--- src/rtl/lbt_pkg.sv ---
// Purpose: shared constants and types of the line and block copy engine
// Assumes: 32-bit apb, one pclk domain
// Notes: coordinates are 11-bit integers, steps are 12.11 fixed point
package lbt_pkg;
  // ----------------------------------------
  // register offsets (byte addresses)
  // ----------------------------------------
  localparam logic [7:0] OFS_STATUS = 8'h00;
  localparam logic [7:0] OFS_CORNER_A = 8'h04;
  localparam logic [7:0] OFS_CORNER_B = 8'h08;
  localparam logic [7:0] OFS_CORNER_C = 8'h0c;
  localparam logic [7:0] OFS_CORNER_D = 8'h10;
  localparam logic [7:0] OFS_HSTEP = 8'h14;
  localparam logic [7:0] OFS_VSTEP = 8'h18;
  localparam logic [7:0] OFS_FG = 8'h1c;
  localparam logic [7:0] OFS_BG = 8'h20;
  localparam logic [7:0] OFS_LINE_CMD = 8'h24;
  localparam logic [7:0] OFS_BLK_CMD = 8'h28;
  localparam logic [7:0] OFS_MODE = 8'h2c;
  localparam logic [7:0] OFS_HOST_FIRST = 8'h30;
  localparam logic [7:0] OFS_HOST_REST = 8'h34;
  localparam logic [7:0] OFS_SRC_ORG = 8'h38;
  localparam logic [7:0] OFS_OUT_ORG = 8'h3c;
  localparam logic [7:0] OFS_SRC_WIDTH = 8'h40;
  localparam logic [7:0] OFS_OUT_WIDTH = 8'h44;
  localparam logic [7:0] OFS_SRC_FMT = 8'h48;
  localparam logic [7:0] OFS_OUT_FMT = 8'h4c;
  // ----------------------------------------
  // field positions and reset values
  // ----------------------------------------
  localparam int X_LSB = 0;
  localparam int Y_LSB = 16;
  localparam int CW = 11;
  localparam int WW = 12;
  localparam int STW = 23;
  localparam int FRAC = 11;
  localparam int LCMD_MAJOR_Y = 0;
  localparam int LCMD_POINT = 1;
  localparam int BCMD_SCALE = 0;
  localparam int MODE_TRANSP = 0;
  localparam logic [31:0] RST_WORD = 32'h0000_0000;
  localparam logic [STW-1:0] STEP_ONE = 23'h000800;
  localparam logic [STW-1:0] STEP_HALF = 23'h000400;
  // ----------------------------------------
  // pixel formats and engine states
  // ----------------------------------------
  localparam logic [1:0] FMT_RGB565 = 2'h0;
  localparam logic [1:0] FMT_ARGB8888 = 2'h1;
  localparam logic [1:0] FMT_YCC422 = 2'h2;
  typedef enum logic [2:0] {
    ST_IDLE, ST_LINE_PIX, ST_LINE_WR, ST_BLK_PIX, ST_BLK_RD, ST_BLK_CHK, ST_BLK_WR
  } lbt_state_t;
endpackage

--- src/rtl/lbt_engine.sv ---
// Purpose: line/point drawing and block copy engine with apb registers
// Assumes: frame buffer port answers each request with a one-cycle ack
// Notes: commands stall apb while the engine is busy, there is no fifo
//
// Chosen here: the placing of the registers and the APB interface to the registers.

// How it works
// - line or point starts at corner point a
// - line ends at corner point c, unused for a single point
// - line ignores major-axis step, point ignores both steps
// - every line pixel is written with the foreground value
// - line command write latches line options and starts drawing
// - pixels are converted when source and output formats differ
// - 4:2:2 luma/chroma source is accepted for block copy
// - transparent mode drops source pixels equal to backdrop value
// - block copy source comes from memory or from the host
// - stretched source coordinates round to the nearest integer
// - horizontal step above one shrinks, below one stretches
// - vertical step above one shrinks, below one stretches
// - steps ignored without scale flag or with host source
// - corner a is source start, b is only stored, c,d are destination rectangle
// - source origin only for memory copies, output origin is destination
// - block copy command write starts a memory copy, scaled if flagged
// - first host pixel starts host copy, rest follow one per write
module lbt_engine
  import lbt_pkg::*;
(
  // apb slave
  input wire logic pclk,
  input wire logic presetn,
  input wire logic psel,
  input wire logic penable,
  input wire logic pwrite,
  input wire logic [7:0] paddr,
  input wire logic [31:0] pwdata,
  output logic [31:0] prdata,
  output logic pready,
  output logic pslverr,
  // frame buffer master
  output logic mem_req,
  output logic mem_we,
  output logic [31:0] mem_addr,
  output logic [31:0] mem_wdata,
  output logic [3:0] mem_be,
  input wire logic mem_ack,
  input wire logic [31:0] mem_rdata,
  // status
  output logic busy
);
  // ----------------------------------------
  // registers
  // ----------------------------------------
  logic [31:0] corner_a_ff, corner_b_ff, corner_c_ff, corner_d_ff;
  logic [STW-1:0] hstep_ff, vstep_ff;
  logic [31:0] fg_ff, bg_ff, src_org_ff, out_org_ff, hpix_ff;
  logic [WW-1:0] src_w_ff, out_w_ff;
  logic [1:0] src_fmt_ff, out_fmt_ff;
  logic transp_ff, major_y_ff, point_ff, scale_ff, host_ff, is_line_ff, hvld_ff;
  logic pready_ff, pslverr_ff, busy_ff;
  logic [31:0] prdata_ff;
  logic mem_req_ff, mem_we_ff;
  logic [31:0] mem_addr_ff, mem_wdata_ff;
  logic [3:0] mem_be_ff;
  lbt_state_t st_ff, nxt_st;
  logic [CW-1:0] lmaj_ff, lend_ff, dx_ff, dy_ff;
  logic ldec_ff;
  logic signed [STW-1:0] lmin_ff;
  logic [STW-1:0] sx_acc_ff, sy_acc_ff;
  logic [31:0] spix_ff;
  logic sodd_ff;

  // ----------------------------------------
  // apb decode
  // ----------------------------------------
  logic setup_ok, stall, wr_acc, is_cmd;
  logic [31:0] rd_mux;
  logic rd_hit;

  assign is_cmd = paddr == OFS_LINE_CMD || paddr == OFS_BLK_CMD || paddr == OFS_HOST_FIRST;
  // commands and host pixels wait instead of being lost
  assign stall = pwrite && ((is_cmd && busy_ff) || (paddr == OFS_HOST_REST && hvld_ff));
  assign setup_ok = psel && penable && !pready_ff && !stall;
  assign wr_acc = psel && penable && pready_ff && pwrite;

  always_comb
  begin
    rd_hit = 1'b1;
    case (paddr)
      OFS_STATUS: rd_mux = {30'h0, hvld_ff, busy_ff};
      OFS_CORNER_A: rd_mux = corner_a_ff;
      OFS_CORNER_B: rd_mux = corner_b_ff;
      OFS_CORNER_C: rd_mux = corner_c_ff;
      OFS_CORNER_D: rd_mux = corner_d_ff;
      OFS_HSTEP: rd_mux = {9'h0, hstep_ff};
      OFS_VSTEP: rd_mux = {9'h0, vstep_ff};
      OFS_FG: rd_mux = fg_ff;
      OFS_BG: rd_mux = bg_ff;
      OFS_LINE_CMD: rd_mux = {30'h0, point_ff, major_y_ff};
      OFS_BLK_CMD: rd_mux = {31'h0, scale_ff};
      OFS_MODE: rd_mux = {31'h0, transp_ff};
      OFS_HOST_FIRST, OFS_HOST_REST: rd_mux = hpix_ff;
      OFS_SRC_ORG: rd_mux = src_org_ff;
      OFS_OUT_ORG: rd_mux = out_org_ff;
      OFS_SRC_WIDTH: rd_mux = {20'h0, src_w_ff};
      OFS_OUT_WIDTH: rd_mux = {20'h0, out_w_ff};
      OFS_SRC_FMT: rd_mux = {30'h0, src_fmt_ff};
      OFS_OUT_FMT: rd_mux = {30'h0, out_fmt_ff};
      default:
      begin
        rd_mux = RST_WORD;
        rd_hit = 1'b0;
      end
    endcase
  end

  always_ff @(posedge pclk or negedge presetn)
  begin
    if (!presetn)
    begin
      pready_ff <= 1'b0;
      pslverr_ff <= 1'b0;
      prdata_ff <= RST_WORD;
    end
    else
    begin
      pready_ff <= setup_ok;
      pslverr_ff <= setup_ok && !rd_hit;
      if (setup_ok && !pwrite)
        prdata_ff <= rd_mux;
    end
  end

  // ----------------------------------------
  // parameter registers
  // ----------------------------------------
  always_ff @(posedge pclk or negedge presetn)
  begin
    if (!presetn)
    begin
      corner_a_ff <= RST_WORD;
      corner_b_ff <= RST_WORD;
      corner_c_ff <= RST_WORD;
      corner_d_ff <= RST_WORD;
      hstep_ff <= '0;
      vstep_ff <= '0;
      fg_ff <= RST_WORD;
      bg_ff <= RST_WORD;
      src_org_ff <= RST_WORD;
      out_org_ff <= RST_WORD;
      src_w_ff <= '0;
      out_w_ff <= '0;
      src_fmt_ff <= FMT_RGB565;
      out_fmt_ff <= FMT_RGB565;
      transp_ff <= 1'b0;
    end
    else if (wr_acc)
    begin
      case (paddr)
        OFS_CORNER_A: corner_a_ff <= pwdata;
        OFS_CORNER_B: corner_b_ff <= pwdata;
        OFS_CORNER_C: corner_c_ff <= pwdata;
        OFS_CORNER_D: corner_d_ff <= pwdata;
        OFS_HSTEP: hstep_ff <= pwdata[STW-1:0];
        OFS_VSTEP: vstep_ff <= pwdata[STW-1:0];
        OFS_FG: fg_ff <= pwdata;
        OFS_BG: bg_ff <= pwdata;
        OFS_SRC_ORG: src_org_ff <= pwdata;
        OFS_OUT_ORG: out_org_ff <= pwdata;
        OFS_SRC_WIDTH: src_w_ff <= pwdata[WW-1:0];
        OFS_OUT_WIDTH: out_w_ff <= pwdata[WW-1:0];
        OFS_SRC_FMT: src_fmt_ff <= pwdata[1:0];
        OFS_OUT_FMT: out_fmt_ff <= pwdata[1:0];
        OFS_MODE: transp_ff <= pwdata[MODE_TRANSP];
        default: ;
      endcase
    end
  end

  // ----------------------------------------
  // command capture and host pixels
  // ----------------------------------------
  logic line_go, blk_go, host_go, host_rest, pix_take;
  assign line_go = wr_acc && paddr == OFS_LINE_CMD;
  assign blk_go = wr_acc && paddr == OFS_BLK_CMD;
  assign host_go = wr_acc && paddr == OFS_HOST_FIRST;
  assign host_rest = wr_acc && paddr == OFS_HOST_REST && host_ff && busy_ff;
  assign pix_take = st_ff == ST_BLK_PIX && host_ff && hvld_ff;

  always_ff @(posedge pclk or negedge presetn)
  begin
    if (!presetn)
    begin
      major_y_ff <= 1'b0;
      point_ff <= 1'b0;
      scale_ff <= 1'b0;
      host_ff <= 1'b0;
      is_line_ff <= 1'b0;
    end
    else if (line_go)
    begin
      major_y_ff <= pwdata[LCMD_MAJOR_Y];
      point_ff <= pwdata[LCMD_POINT];
      is_line_ff <= 1'b1;
    end
    else if (blk_go || host_go)
    begin
      scale_ff <= blk_go && pwdata[BCMD_SCALE];
      host_ff <= host_go;
      is_line_ff <= 1'b0;
    end
  end

  always_ff @(posedge pclk or negedge presetn)
  begin
    if (!presetn)
    begin
      hvld_ff <= 1'b0;
      hpix_ff <= RST_WORD;
    end
    else if (host_go || host_rest)
    begin
      hvld_ff <= 1'b1;
      hpix_ff <= pwdata;
    end
    else if (pix_take)
      hvld_ff <= 1'b0;
  end

  // ----------------------------------------
  // coordinates and addresses
  // ----------------------------------------
  logic [STW-1:0] lmin_rnd, sx_rnd, sy_rnd, hinc, vinc;
  logic [CW-1:0] dst_x, dst_y, src_x, src_y;
  logic [31:0] dst_lin, src_lin, dst_addr, src_addr, conv_pix, wr_data;
  logic line_end, row_end, blk_end, drop, blk_adv;

  assign lmin_rnd = lmin_ff + STEP_HALF;
  assign sx_rnd = sx_acc_ff + STEP_HALF;
  assign sy_rnd = sy_acc_ff + STEP_HALF;
  assign src_x = sx_rnd[FRAC+CW-1:FRAC];
  assign src_y = sy_rnd[FRAC+CW-1:FRAC];
  assign dst_x = !is_line_ff ? dx_ff : (major_y_ff ? lmin_rnd[FRAC+CW-1:FRAC] : lmaj_ff);
  assign dst_y = !is_line_ff ? dy_ff : (major_y_ff ? lmaj_ff : lmin_rnd[FRAC+CW-1:FRAC]);
  // steps only for scaled memory copy
  assign hinc = scale_ff && !host_ff ? hstep_ff : STEP_ONE;
  assign vinc = scale_ff && !host_ff ? vstep_ff : STEP_ONE;
  assign dst_lin = 32'(dst_y) * 32'(out_w_ff) + 32'(dst_x);
  assign src_lin = 32'(src_y) * 32'(src_w_ff) + 32'(src_x);
  assign dst_addr = out_org_ff + (out_fmt_ff == FMT_ARGB8888 ? dst_lin << 2 : dst_lin << 1);
  assign src_addr = src_org_ff + (src_fmt_ff == FMT_ARGB8888 ? src_lin << 2 :
                    src_fmt_ff == FMT_YCC422 ? {src_lin[30:1], 2'b00} : src_lin << 1);
  assign line_end = point_ff || lmaj_ff == lend_ff;
  assign row_end = dx_ff == corner_d_ff[X_LSB +: CW];
  assign blk_end = row_end && dy_ff == corner_d_ff[Y_LSB +: CW];
  assign drop = transp_ff && (src_fmt_ff == FMT_ARGB8888 ? spix_ff == bg_ff :
                spix_ff[15:0] == bg_ff[15:0]);
  assign blk_adv = (st_ff == ST_BLK_CHK && drop) || (st_ff == ST_BLK_WR && mem_ack);
  assign wr_data = is_line_ff ? fg_ff : conv_pix;

  lbt_pix_conv u_conv (
    .src_fmt(src_fmt_ff),
    .dst_fmt(out_fmt_ff),
    .pix_in(spix_ff),
    .odd(sodd_ff),
    .pix_out(conv_pix)
  );

  // ----------------------------------------
  // state machine
  // ----------------------------------------
  always_comb
  begin
    nxt_st = st_ff;
    case (st_ff)
      ST_IDLE:
        if (line_go)
          nxt_st = ST_LINE_PIX;
        else if (blk_go || host_go)
          nxt_st = ST_BLK_PIX;
      ST_LINE_PIX: nxt_st = ST_LINE_WR;
      ST_LINE_WR:
        if (mem_ack)
          nxt_st = line_end ? ST_IDLE : ST_LINE_PIX;
      ST_BLK_PIX:
        if (!host_ff)
          nxt_st = ST_BLK_RD;
        else if (hvld_ff)
          nxt_st = ST_BLK_CHK;
      ST_BLK_RD:
        if (mem_ack)
          nxt_st = ST_BLK_CHK;
      ST_BLK_CHK: nxt_st = drop ? (blk_end ? ST_IDLE : ST_BLK_PIX) : ST_BLK_WR;
      ST_BLK_WR:
        if (mem_ack)
          nxt_st = blk_end ? ST_IDLE : ST_BLK_PIX;
      default: nxt_st = ST_IDLE;
    endcase
  end

  always_ff @(posedge pclk or negedge presetn)
  begin
    if (!presetn)
    begin
      st_ff <= ST_IDLE;
      busy_ff <= 1'b0;
    end
    else
    begin
      st_ff <= nxt_st;
      busy_ff <= nxt_st != ST_IDLE;
    end
  end

  // ----------------------------------------
  // line walker
  // ----------------------------------------
  always_ff @(posedge pclk or negedge presetn)
  begin
    if (!presetn)
    begin
      lmaj_ff <= '0;
      lend_ff <= '0;
      ldec_ff <= 1'b0;
      lmin_ff <= '0;
    end
    else if (line_go && !busy_ff)
    begin
      lmaj_ff <= pwdata[LCMD_MAJOR_Y] ? corner_a_ff[Y_LSB +: CW] : corner_a_ff[X_LSB +: CW];
      lend_ff <= pwdata[LCMD_MAJOR_Y] ? corner_c_ff[Y_LSB +: CW] : corner_c_ff[X_LSB +: CW];
      ldec_ff <= pwdata[LCMD_MAJOR_Y] ? corner_c_ff[Y_LSB +: CW] < corner_a_ff[Y_LSB +: CW] :
                 corner_c_ff[X_LSB +: CW] < corner_a_ff[X_LSB +: CW];
      lmin_ff <= {1'b0, pwdata[LCMD_MAJOR_Y] ? corner_a_ff[X_LSB +: CW] : corner_a_ff[Y_LSB +: CW],
                  11'h000};
    end
    else if (st_ff == ST_LINE_WR && mem_ack && !line_end)
    begin
      lmaj_ff <= ldec_ff ? lmaj_ff - 11'h001 : lmaj_ff + 11'h001;
      lmin_ff <= lmin_ff + $signed(major_y_ff ? hstep_ff : vstep_ff);
    end
  end

  // ----------------------------------------
  // block walker
  // ----------------------------------------
  always_ff @(posedge pclk or negedge presetn)
  begin
    if (!presetn)
    begin
      dx_ff <= '0;
      dy_ff <= '0;
      sx_acc_ff <= '0;
      sy_acc_ff <= '0;
    end
    // a is source, c is destination start
    else if ((blk_go || host_go) && !busy_ff)
    begin
      dx_ff <= corner_c_ff[X_LSB +: CW];
      dy_ff <= corner_c_ff[Y_LSB +: CW];
      sx_acc_ff <= {1'b0, corner_a_ff[X_LSB +: CW], 11'h000};
      sy_acc_ff <= {1'b0, corner_a_ff[Y_LSB +: CW], 11'h000};
    end
    else if (blk_adv && !row_end)
    begin
      dx_ff <= dx_ff + 11'h001;
      sx_acc_ff <= sx_acc_ff + hinc;
    end
    else if (blk_adv && !blk_end)
    begin
      dx_ff <= corner_c_ff[X_LSB +: CW];
      dy_ff <= dy_ff + 11'h001;
      sx_acc_ff <= {1'b0, corner_a_ff[X_LSB +: CW], 11'h000};
      sy_acc_ff <= sy_acc_ff + vinc;
    end
  end

  // ----------------------------------------
  // frame buffer requests
  // ----------------------------------------
  always_ff @(posedge pclk or negedge presetn)
  begin
    if (!presetn)
    begin
      mem_req_ff <= 1'b0;
      mem_we_ff <= 1'b0;
      mem_addr_ff <= RST_WORD;
      mem_wdata_ff <= RST_WORD;
      mem_be_ff <= 4'h0;
      spix_ff <= RST_WORD;
      sodd_ff <= 1'b0;
    end
    else if (mem_req_ff)
    begin
      if (mem_ack)
      begin
        mem_req_ff <= 1'b0;
        if (!mem_we_ff)
          spix_ff <= src_fmt_ff == FMT_RGB565 && mem_addr_ff[1] ? {16'h0, mem_rdata[31:16]} : mem_rdata;
      end
    end
    else if (st_ff == ST_BLK_PIX && !host_ff)
    begin
      mem_req_ff <= 1'b1;
      mem_we_ff <= 1'b0;
      mem_addr_ff <= src_addr;
      mem_be_ff <= 4'hf;
      sodd_ff <= src_x[0];
    end
    else if (pix_take)
    begin
      spix_ff <= hpix_ff;
      sodd_ff <= dx_ff[0];
    end
    else if (st_ff == ST_LINE_PIX || (st_ff == ST_BLK_CHK && !drop))
    begin
      mem_req_ff <= 1'b1;
      mem_we_ff <= 1'b1;
      mem_addr_ff <= dst_addr;
      mem_wdata_ff <= out_fmt_ff == FMT_ARGB8888 ? wr_data : {wr_data[15:0], wr_data[15:0]};
      mem_be_ff <= out_fmt_ff == FMT_ARGB8888 ? 4'hf : (dst_addr[1] ? 4'hc : 4'h3);
    end
  end

  assign prdata = prdata_ff;
  assign pready = pready_ff;
  assign pslverr = pslverr_ff;
  assign mem_req = mem_req_ff;
  assign mem_we = mem_we_ff;
  assign mem_addr = mem_addr_ff;
  assign mem_wdata = mem_wdata_ff;
  assign mem_be = mem_be_ff;
  assign busy = busy_ff;
endmodule

--- src/rtl/lbt_pix_conv.sv ---
// Purpose: source to output pixel format conversion
// Assumes: 16-bit pixels sit in the low half of pix_in
// Notes: luma/chroma input is y0 cb y1 cr, low byte first
module lbt_pix_conv
  import lbt_pkg::*;
(
  // formats
  input wire logic [1:0] src_fmt,
  input wire logic [1:0] dst_fmt,
  // pixel
  input wire logic [31:0] pix_in,
  input wire logic odd,
  output logic [31:0] pix_out
);
  // ----------------------------------------
  // helpers
  // ----------------------------------------
  function automatic logic [7:0] clamp8(input logic signed [10:0] v);
    clamp8 = v < 0 ? 8'h00 : (v > 11'sd255 ? 8'hff : v[7:0]);
  endfunction

  logic [31:0] argb;
  logic signed [10:0] ys, cbd, crd;

  // ----------------------------------------
  // expand to argb, then pack
  // ----------------------------------------
  always_comb
  begin
    ys = {3'h0, odd ? pix_in[23:16] : pix_in[7:0]};
    cbd = $signed({3'h0, pix_in[15:8]}) - 11'sd128;
    crd = $signed({3'h0, pix_in[31:24]}) - 11'sd128;
    case (src_fmt)
      FMT_RGB565: argb = {8'hff, pix_in[15:11], pix_in[15:13], pix_in[10:5], pix_in[10:9],
                          pix_in[4:0], pix_in[4:2]};
      // shift-add coefficients trade a little accuracy for no multipliers
      FMT_YCC422: argb = {8'hff, clamp8(ys + crd + (crd >>> 2) + (crd >>> 3)),
                          clamp8(ys - (cbd >>> 2) - (crd >>> 1) - (crd >>> 3)),
                          clamp8(ys + cbd + (cbd >>> 1) + (cbd >>> 2))};
      default: argb = pix_in;
    endcase
    if (src_fmt == dst_fmt)
      pix_out = pix_in;
    else if (dst_fmt == FMT_RGB565)
      pix_out = {16'h0000, argb[23:19], argb[15:10], argb[7:3]};
    else
      pix_out = argb;
  end
endmodule

--- config.mk ---
export PLATFORM = sky130hd
export DESIGN_NAME = lbt_engine
export DESIGN_NICKNAME = d
export VERILOG_FILES = /design/src/rtl/lbt_pkg.sv /design/src/rtl/lbt_engine.sv /design/src/rtl/lbt_pix_conv.sv
export SDC_FILE = /design/constraint.sdc
export NUM_CORES = 2
export LEC_CHECK = 0
export ABC_AREA = 1
export BUFFER_PORTS_ARGS = -buffer_cell sky130_fd_sc_hd__buf_2
export CAP_MARGIN = 20
export CORE_MARGIN = 2
export CORE_UTILIZATION = 55
export DETAILED_ROUTE_END_ITERATION = 10
export PLACE_DENSITY = 0.75
export RECOVER_POWER = 100
export SETUP_SLACK_MARGIN = 0.02
export SLEW_MARGIN = 20
export SYNTH_ARGS = -nofsm -noshare
export SYNTH_HDL_FRONTEND = slang
export SYNTH_SLANG_ARGS = --single-unit
--- constraint.sdc ---
create_clock -name pclk -period 9.4 [get_ports pclk]
set_clock_uncertainty 0.05 [all_clocks]
set_input_delay 2.82 -clock pclk [delete_from_list [all_inputs] [get_ports pclk]]
set_output_delay 2.82 -clock pclk [all_outputs]
set_load 0.02 [all_outputs]
==> flow_summary.yaml <==
clock_network:
  clk_latency_ns: 0.70
  cts_max_level: 3
  holdBufCountCts: 0
  root_buffer: "clkbuf_16"
  cts.sinks: 619
  clockBufferDepth: 3
  clk_pin_slew_ns: 0.06
  cts_tree: "yes"
  cts_made_buffers: 74
routing:
  first_iter_violations: 6839
  wl_per_cell_um: 26.4
  dr_total_vias: 50295
  ant_nets: 0
  wl_um: 212000
  drc_errors: 0
  dr.pass1.iters: 9
  routed_via_density: 6.25
yosys:
  ys.flop_type: "dfrtp_1"
  synth-compound-area-share: 0.176
  synth-seq-cells: 619
  synth.area.mux_share: 0.000597
  syn_area_sq_um: 50300
  synth_seq_area_share: 0.308
  synth_nets: 7408
  ys_types: 73
  syn_inst: 6764
  synth_xor_area_frac: 0.0289
  yosysWarnings: 0
  avgSynthCellArea_sq_um: 7.43
  synth_edf_count: 0
  async_flop_share: 1.00
  synth_fa_ha_area_frac: 0.178
  synth_top_family_by_area: "simple AND/OR/NAND/NOR gates"
  synthSimpleGateAreaFrac: 0.220
timing:
  period_minus_slack_ns: 9.23
  fmax_mhz: 108
  slew_headroom: -3.18
  hold_viol: 0
  worst_pin_slew_ns: 6.27
  fin_ws_ns: 0.166
  drv_slew: 1066
  setup_viol: 0
  fin_crit_sh: 0.982
  hold_ws_ns: 0.426
  finalSetupTns_ns: 0
layout:
  final_common_cell: "nand2_1"
  drive_above_1_share: 0.0453
  fin_nets: 7452
  area_growth_pct: 8.13
  design_area_sq_um: 54400
  final_cell_mix: "nand2_1 (1721), inv_1 (838), o21ai_0 (832)"
  fin_cells: 8052
  final_util: 0.602
grt:
  track_usage: 0.449
  antenna_found_initial: 12
  gr-total-overflow: 0
  grt_max_degree: 152
  grt_pass1_wl_um: 312000
  first_global_vias: 47553
placed_design:
  dpl.hpwl_um: 164000
  pre_cts_ws_ns: 0.641
  gp_congestion: 1.03
  place_area_sq_um: 52000
  place_inst: 7906
  io_buffers: 182
die:
  die_h_um: 306
  dieArea_sq_um: 93800
  rows: 110
  fp.dieW_um: 306
  core-area_sq_um: 90300
  start_util: 0.557
  io_pins: 183
outcome:
  violations: "max-capacitance violations, max-slew violations"
  status: "finished with violations"
hold_path:
  worst_hold_path_type: "register to register"
  hp-start: "prdata[18]$_DFFE_PN0P_"
critical_path:
  crit_chain: "buf_2, nand2_1, nor2_1, nand3_1, nand2_1, inv_1, nor2_1, inv_6, nand3_1, inv_2, o21ai_0, o21ai_1, nand2_1"
  critical_path_arrival_ns: 9.78
  cp-end-kind: "register"
  crit_required_ns: 9.95
  crit_start: "psel"
  worstReg2RegStart: "sy_acc_ff[12]$_DFFE_PN0P_"
  crit_slowest_cell: "nand3_1"
  critPathLaunchType: "input pin"
  cp_common_cell: "nand2_1"
  worstPathMaxFanout: 52
  worst-path-buf-inv: 4
  cpPeakStageDelay_ns: 1.83
  critPathTopFamily: "simple AND/OR/NAND/NOR gates"
  path_class: "input pin to register"
pwr:
  power_density_nw_per_um2: 228
  peakVddDrop_mv: 0.613
  p_total_mw: 12.4
  p_leak_nw: 26.0
job:
  maxCapViolCount: 24
area by class of cell:
type	instances	area [sq um]
fillers	8445	35900
multi-input cells	5009	30300
flip-flops and latches	619	15500
inverters	859	3230
clock buffers	95	2050
well taps	1176	1470
repair buffers	245	1200
clock inverters	39	609
diodes	10	25.0
logic make-up after synthesis:
family	Yosys count
simple gates	2691
compound gates	1583
buf+inv	1136
flops	619
fa+ha+maj	566
xor+xnor	166
mux	3
worst paths after layout:
| check | to | slack, ns | cells after the start |
|---|---|---|---|
| worst min register to register | prdata[18]$_DFFE_PN0P_ | 0.43 | 1 |
| worst min-delay path | prdata[18]$_DFFE_PN0P_ | 0.43 | 1 |
| max in group asynchronous | sy_acc_ff[16]$_DFFE_PN0P_ | 1.21 | 2 |
| worst max-delay path | sx_acc_ff[16]$_DFFE_PN0P_ | 0.17 | 13 |
| min in group asynchronous | mem_wdata[15]$_DFFE_PN0P_ | 4.42 | 1 |
| worst max register to register | mem_addr[28]$_DFFE_PN0P_ | 0.56 | 35 |
timing repair:
action	CTS	global route
buffers inserted	0	0
setup endpoints to repair	0	9
resized for setup	0	6
sequential cells by signal, summed over array words and instances, names as in the netlist, 23 cells and up:
register,count
vstep_ff,23
hpix_ff,32
src_org_ff,32
corner_b_ff,32
mem_wdata,32
out_org_ff,32
corner_d_ff,32
bg_ff,32
fg_ff,32
hstep_ff,23
corner_a_ff,32
mem_addr,32
prdata,32
corner_c_ff,32
spix_ff,32
power by group:
group	switching, mW	internal (mW)
Sequential	0.421	2.92
Clock	1.34	1.85
Combinational	3.89	1.99
routing by layer:
layer	vias up	global-route usage	wire [um]
met5	-	0	37
met4	6	0.305	17700
met1	23903	0.586	80700
met2	3308	0.648	87900
li1	22296	-	-
met3	782	0.126	26000
synthesized netlist by cell type (all sizes together), types with 11 or more instances:
cell | number | area, sq um
nor2 | 490 | 1910
a21o | 27 | 203
a21oi | 355 | 1790
a31oi | 68 | 432
nor3 | 58 | 300
nand3b | 22 | 165
o22ai | 51 | 319
a22o | 11 | 96.3
buf | 73 | 430
o21ai | 865 | 4340
fa | 248 | 4960
o2111ai | 14 | 123
clkbuf | 204 | 769
inv | 854 | 3210
nand3 | 267 | 1370
xor2 | 112 | 981
a211oi | 14 | 105
xnor2 | 54 | 473
a221oi | 45 | 394
nor4 | 17 | 113
o21bai | 15 | 113
or2 | 21 | 131
nand2 | 1732 | 6540
dfrtp | 619 | 15500
o211ai | 51 | 393
nand4 | 78 | 503
ha | 318 | 3980
a22oi | 27 | 203
worst reg2reg max path, delay by kind of cell (launching register included):
kind,cells,cell delay (ns)
simple gates,14,2.30
compound gates,8,1.99
fa+ha+maj,7,3.21
buf+inv,6,0.64
flops,1,0.53
No activity file was read; power rests on OpenSTA's default activity.
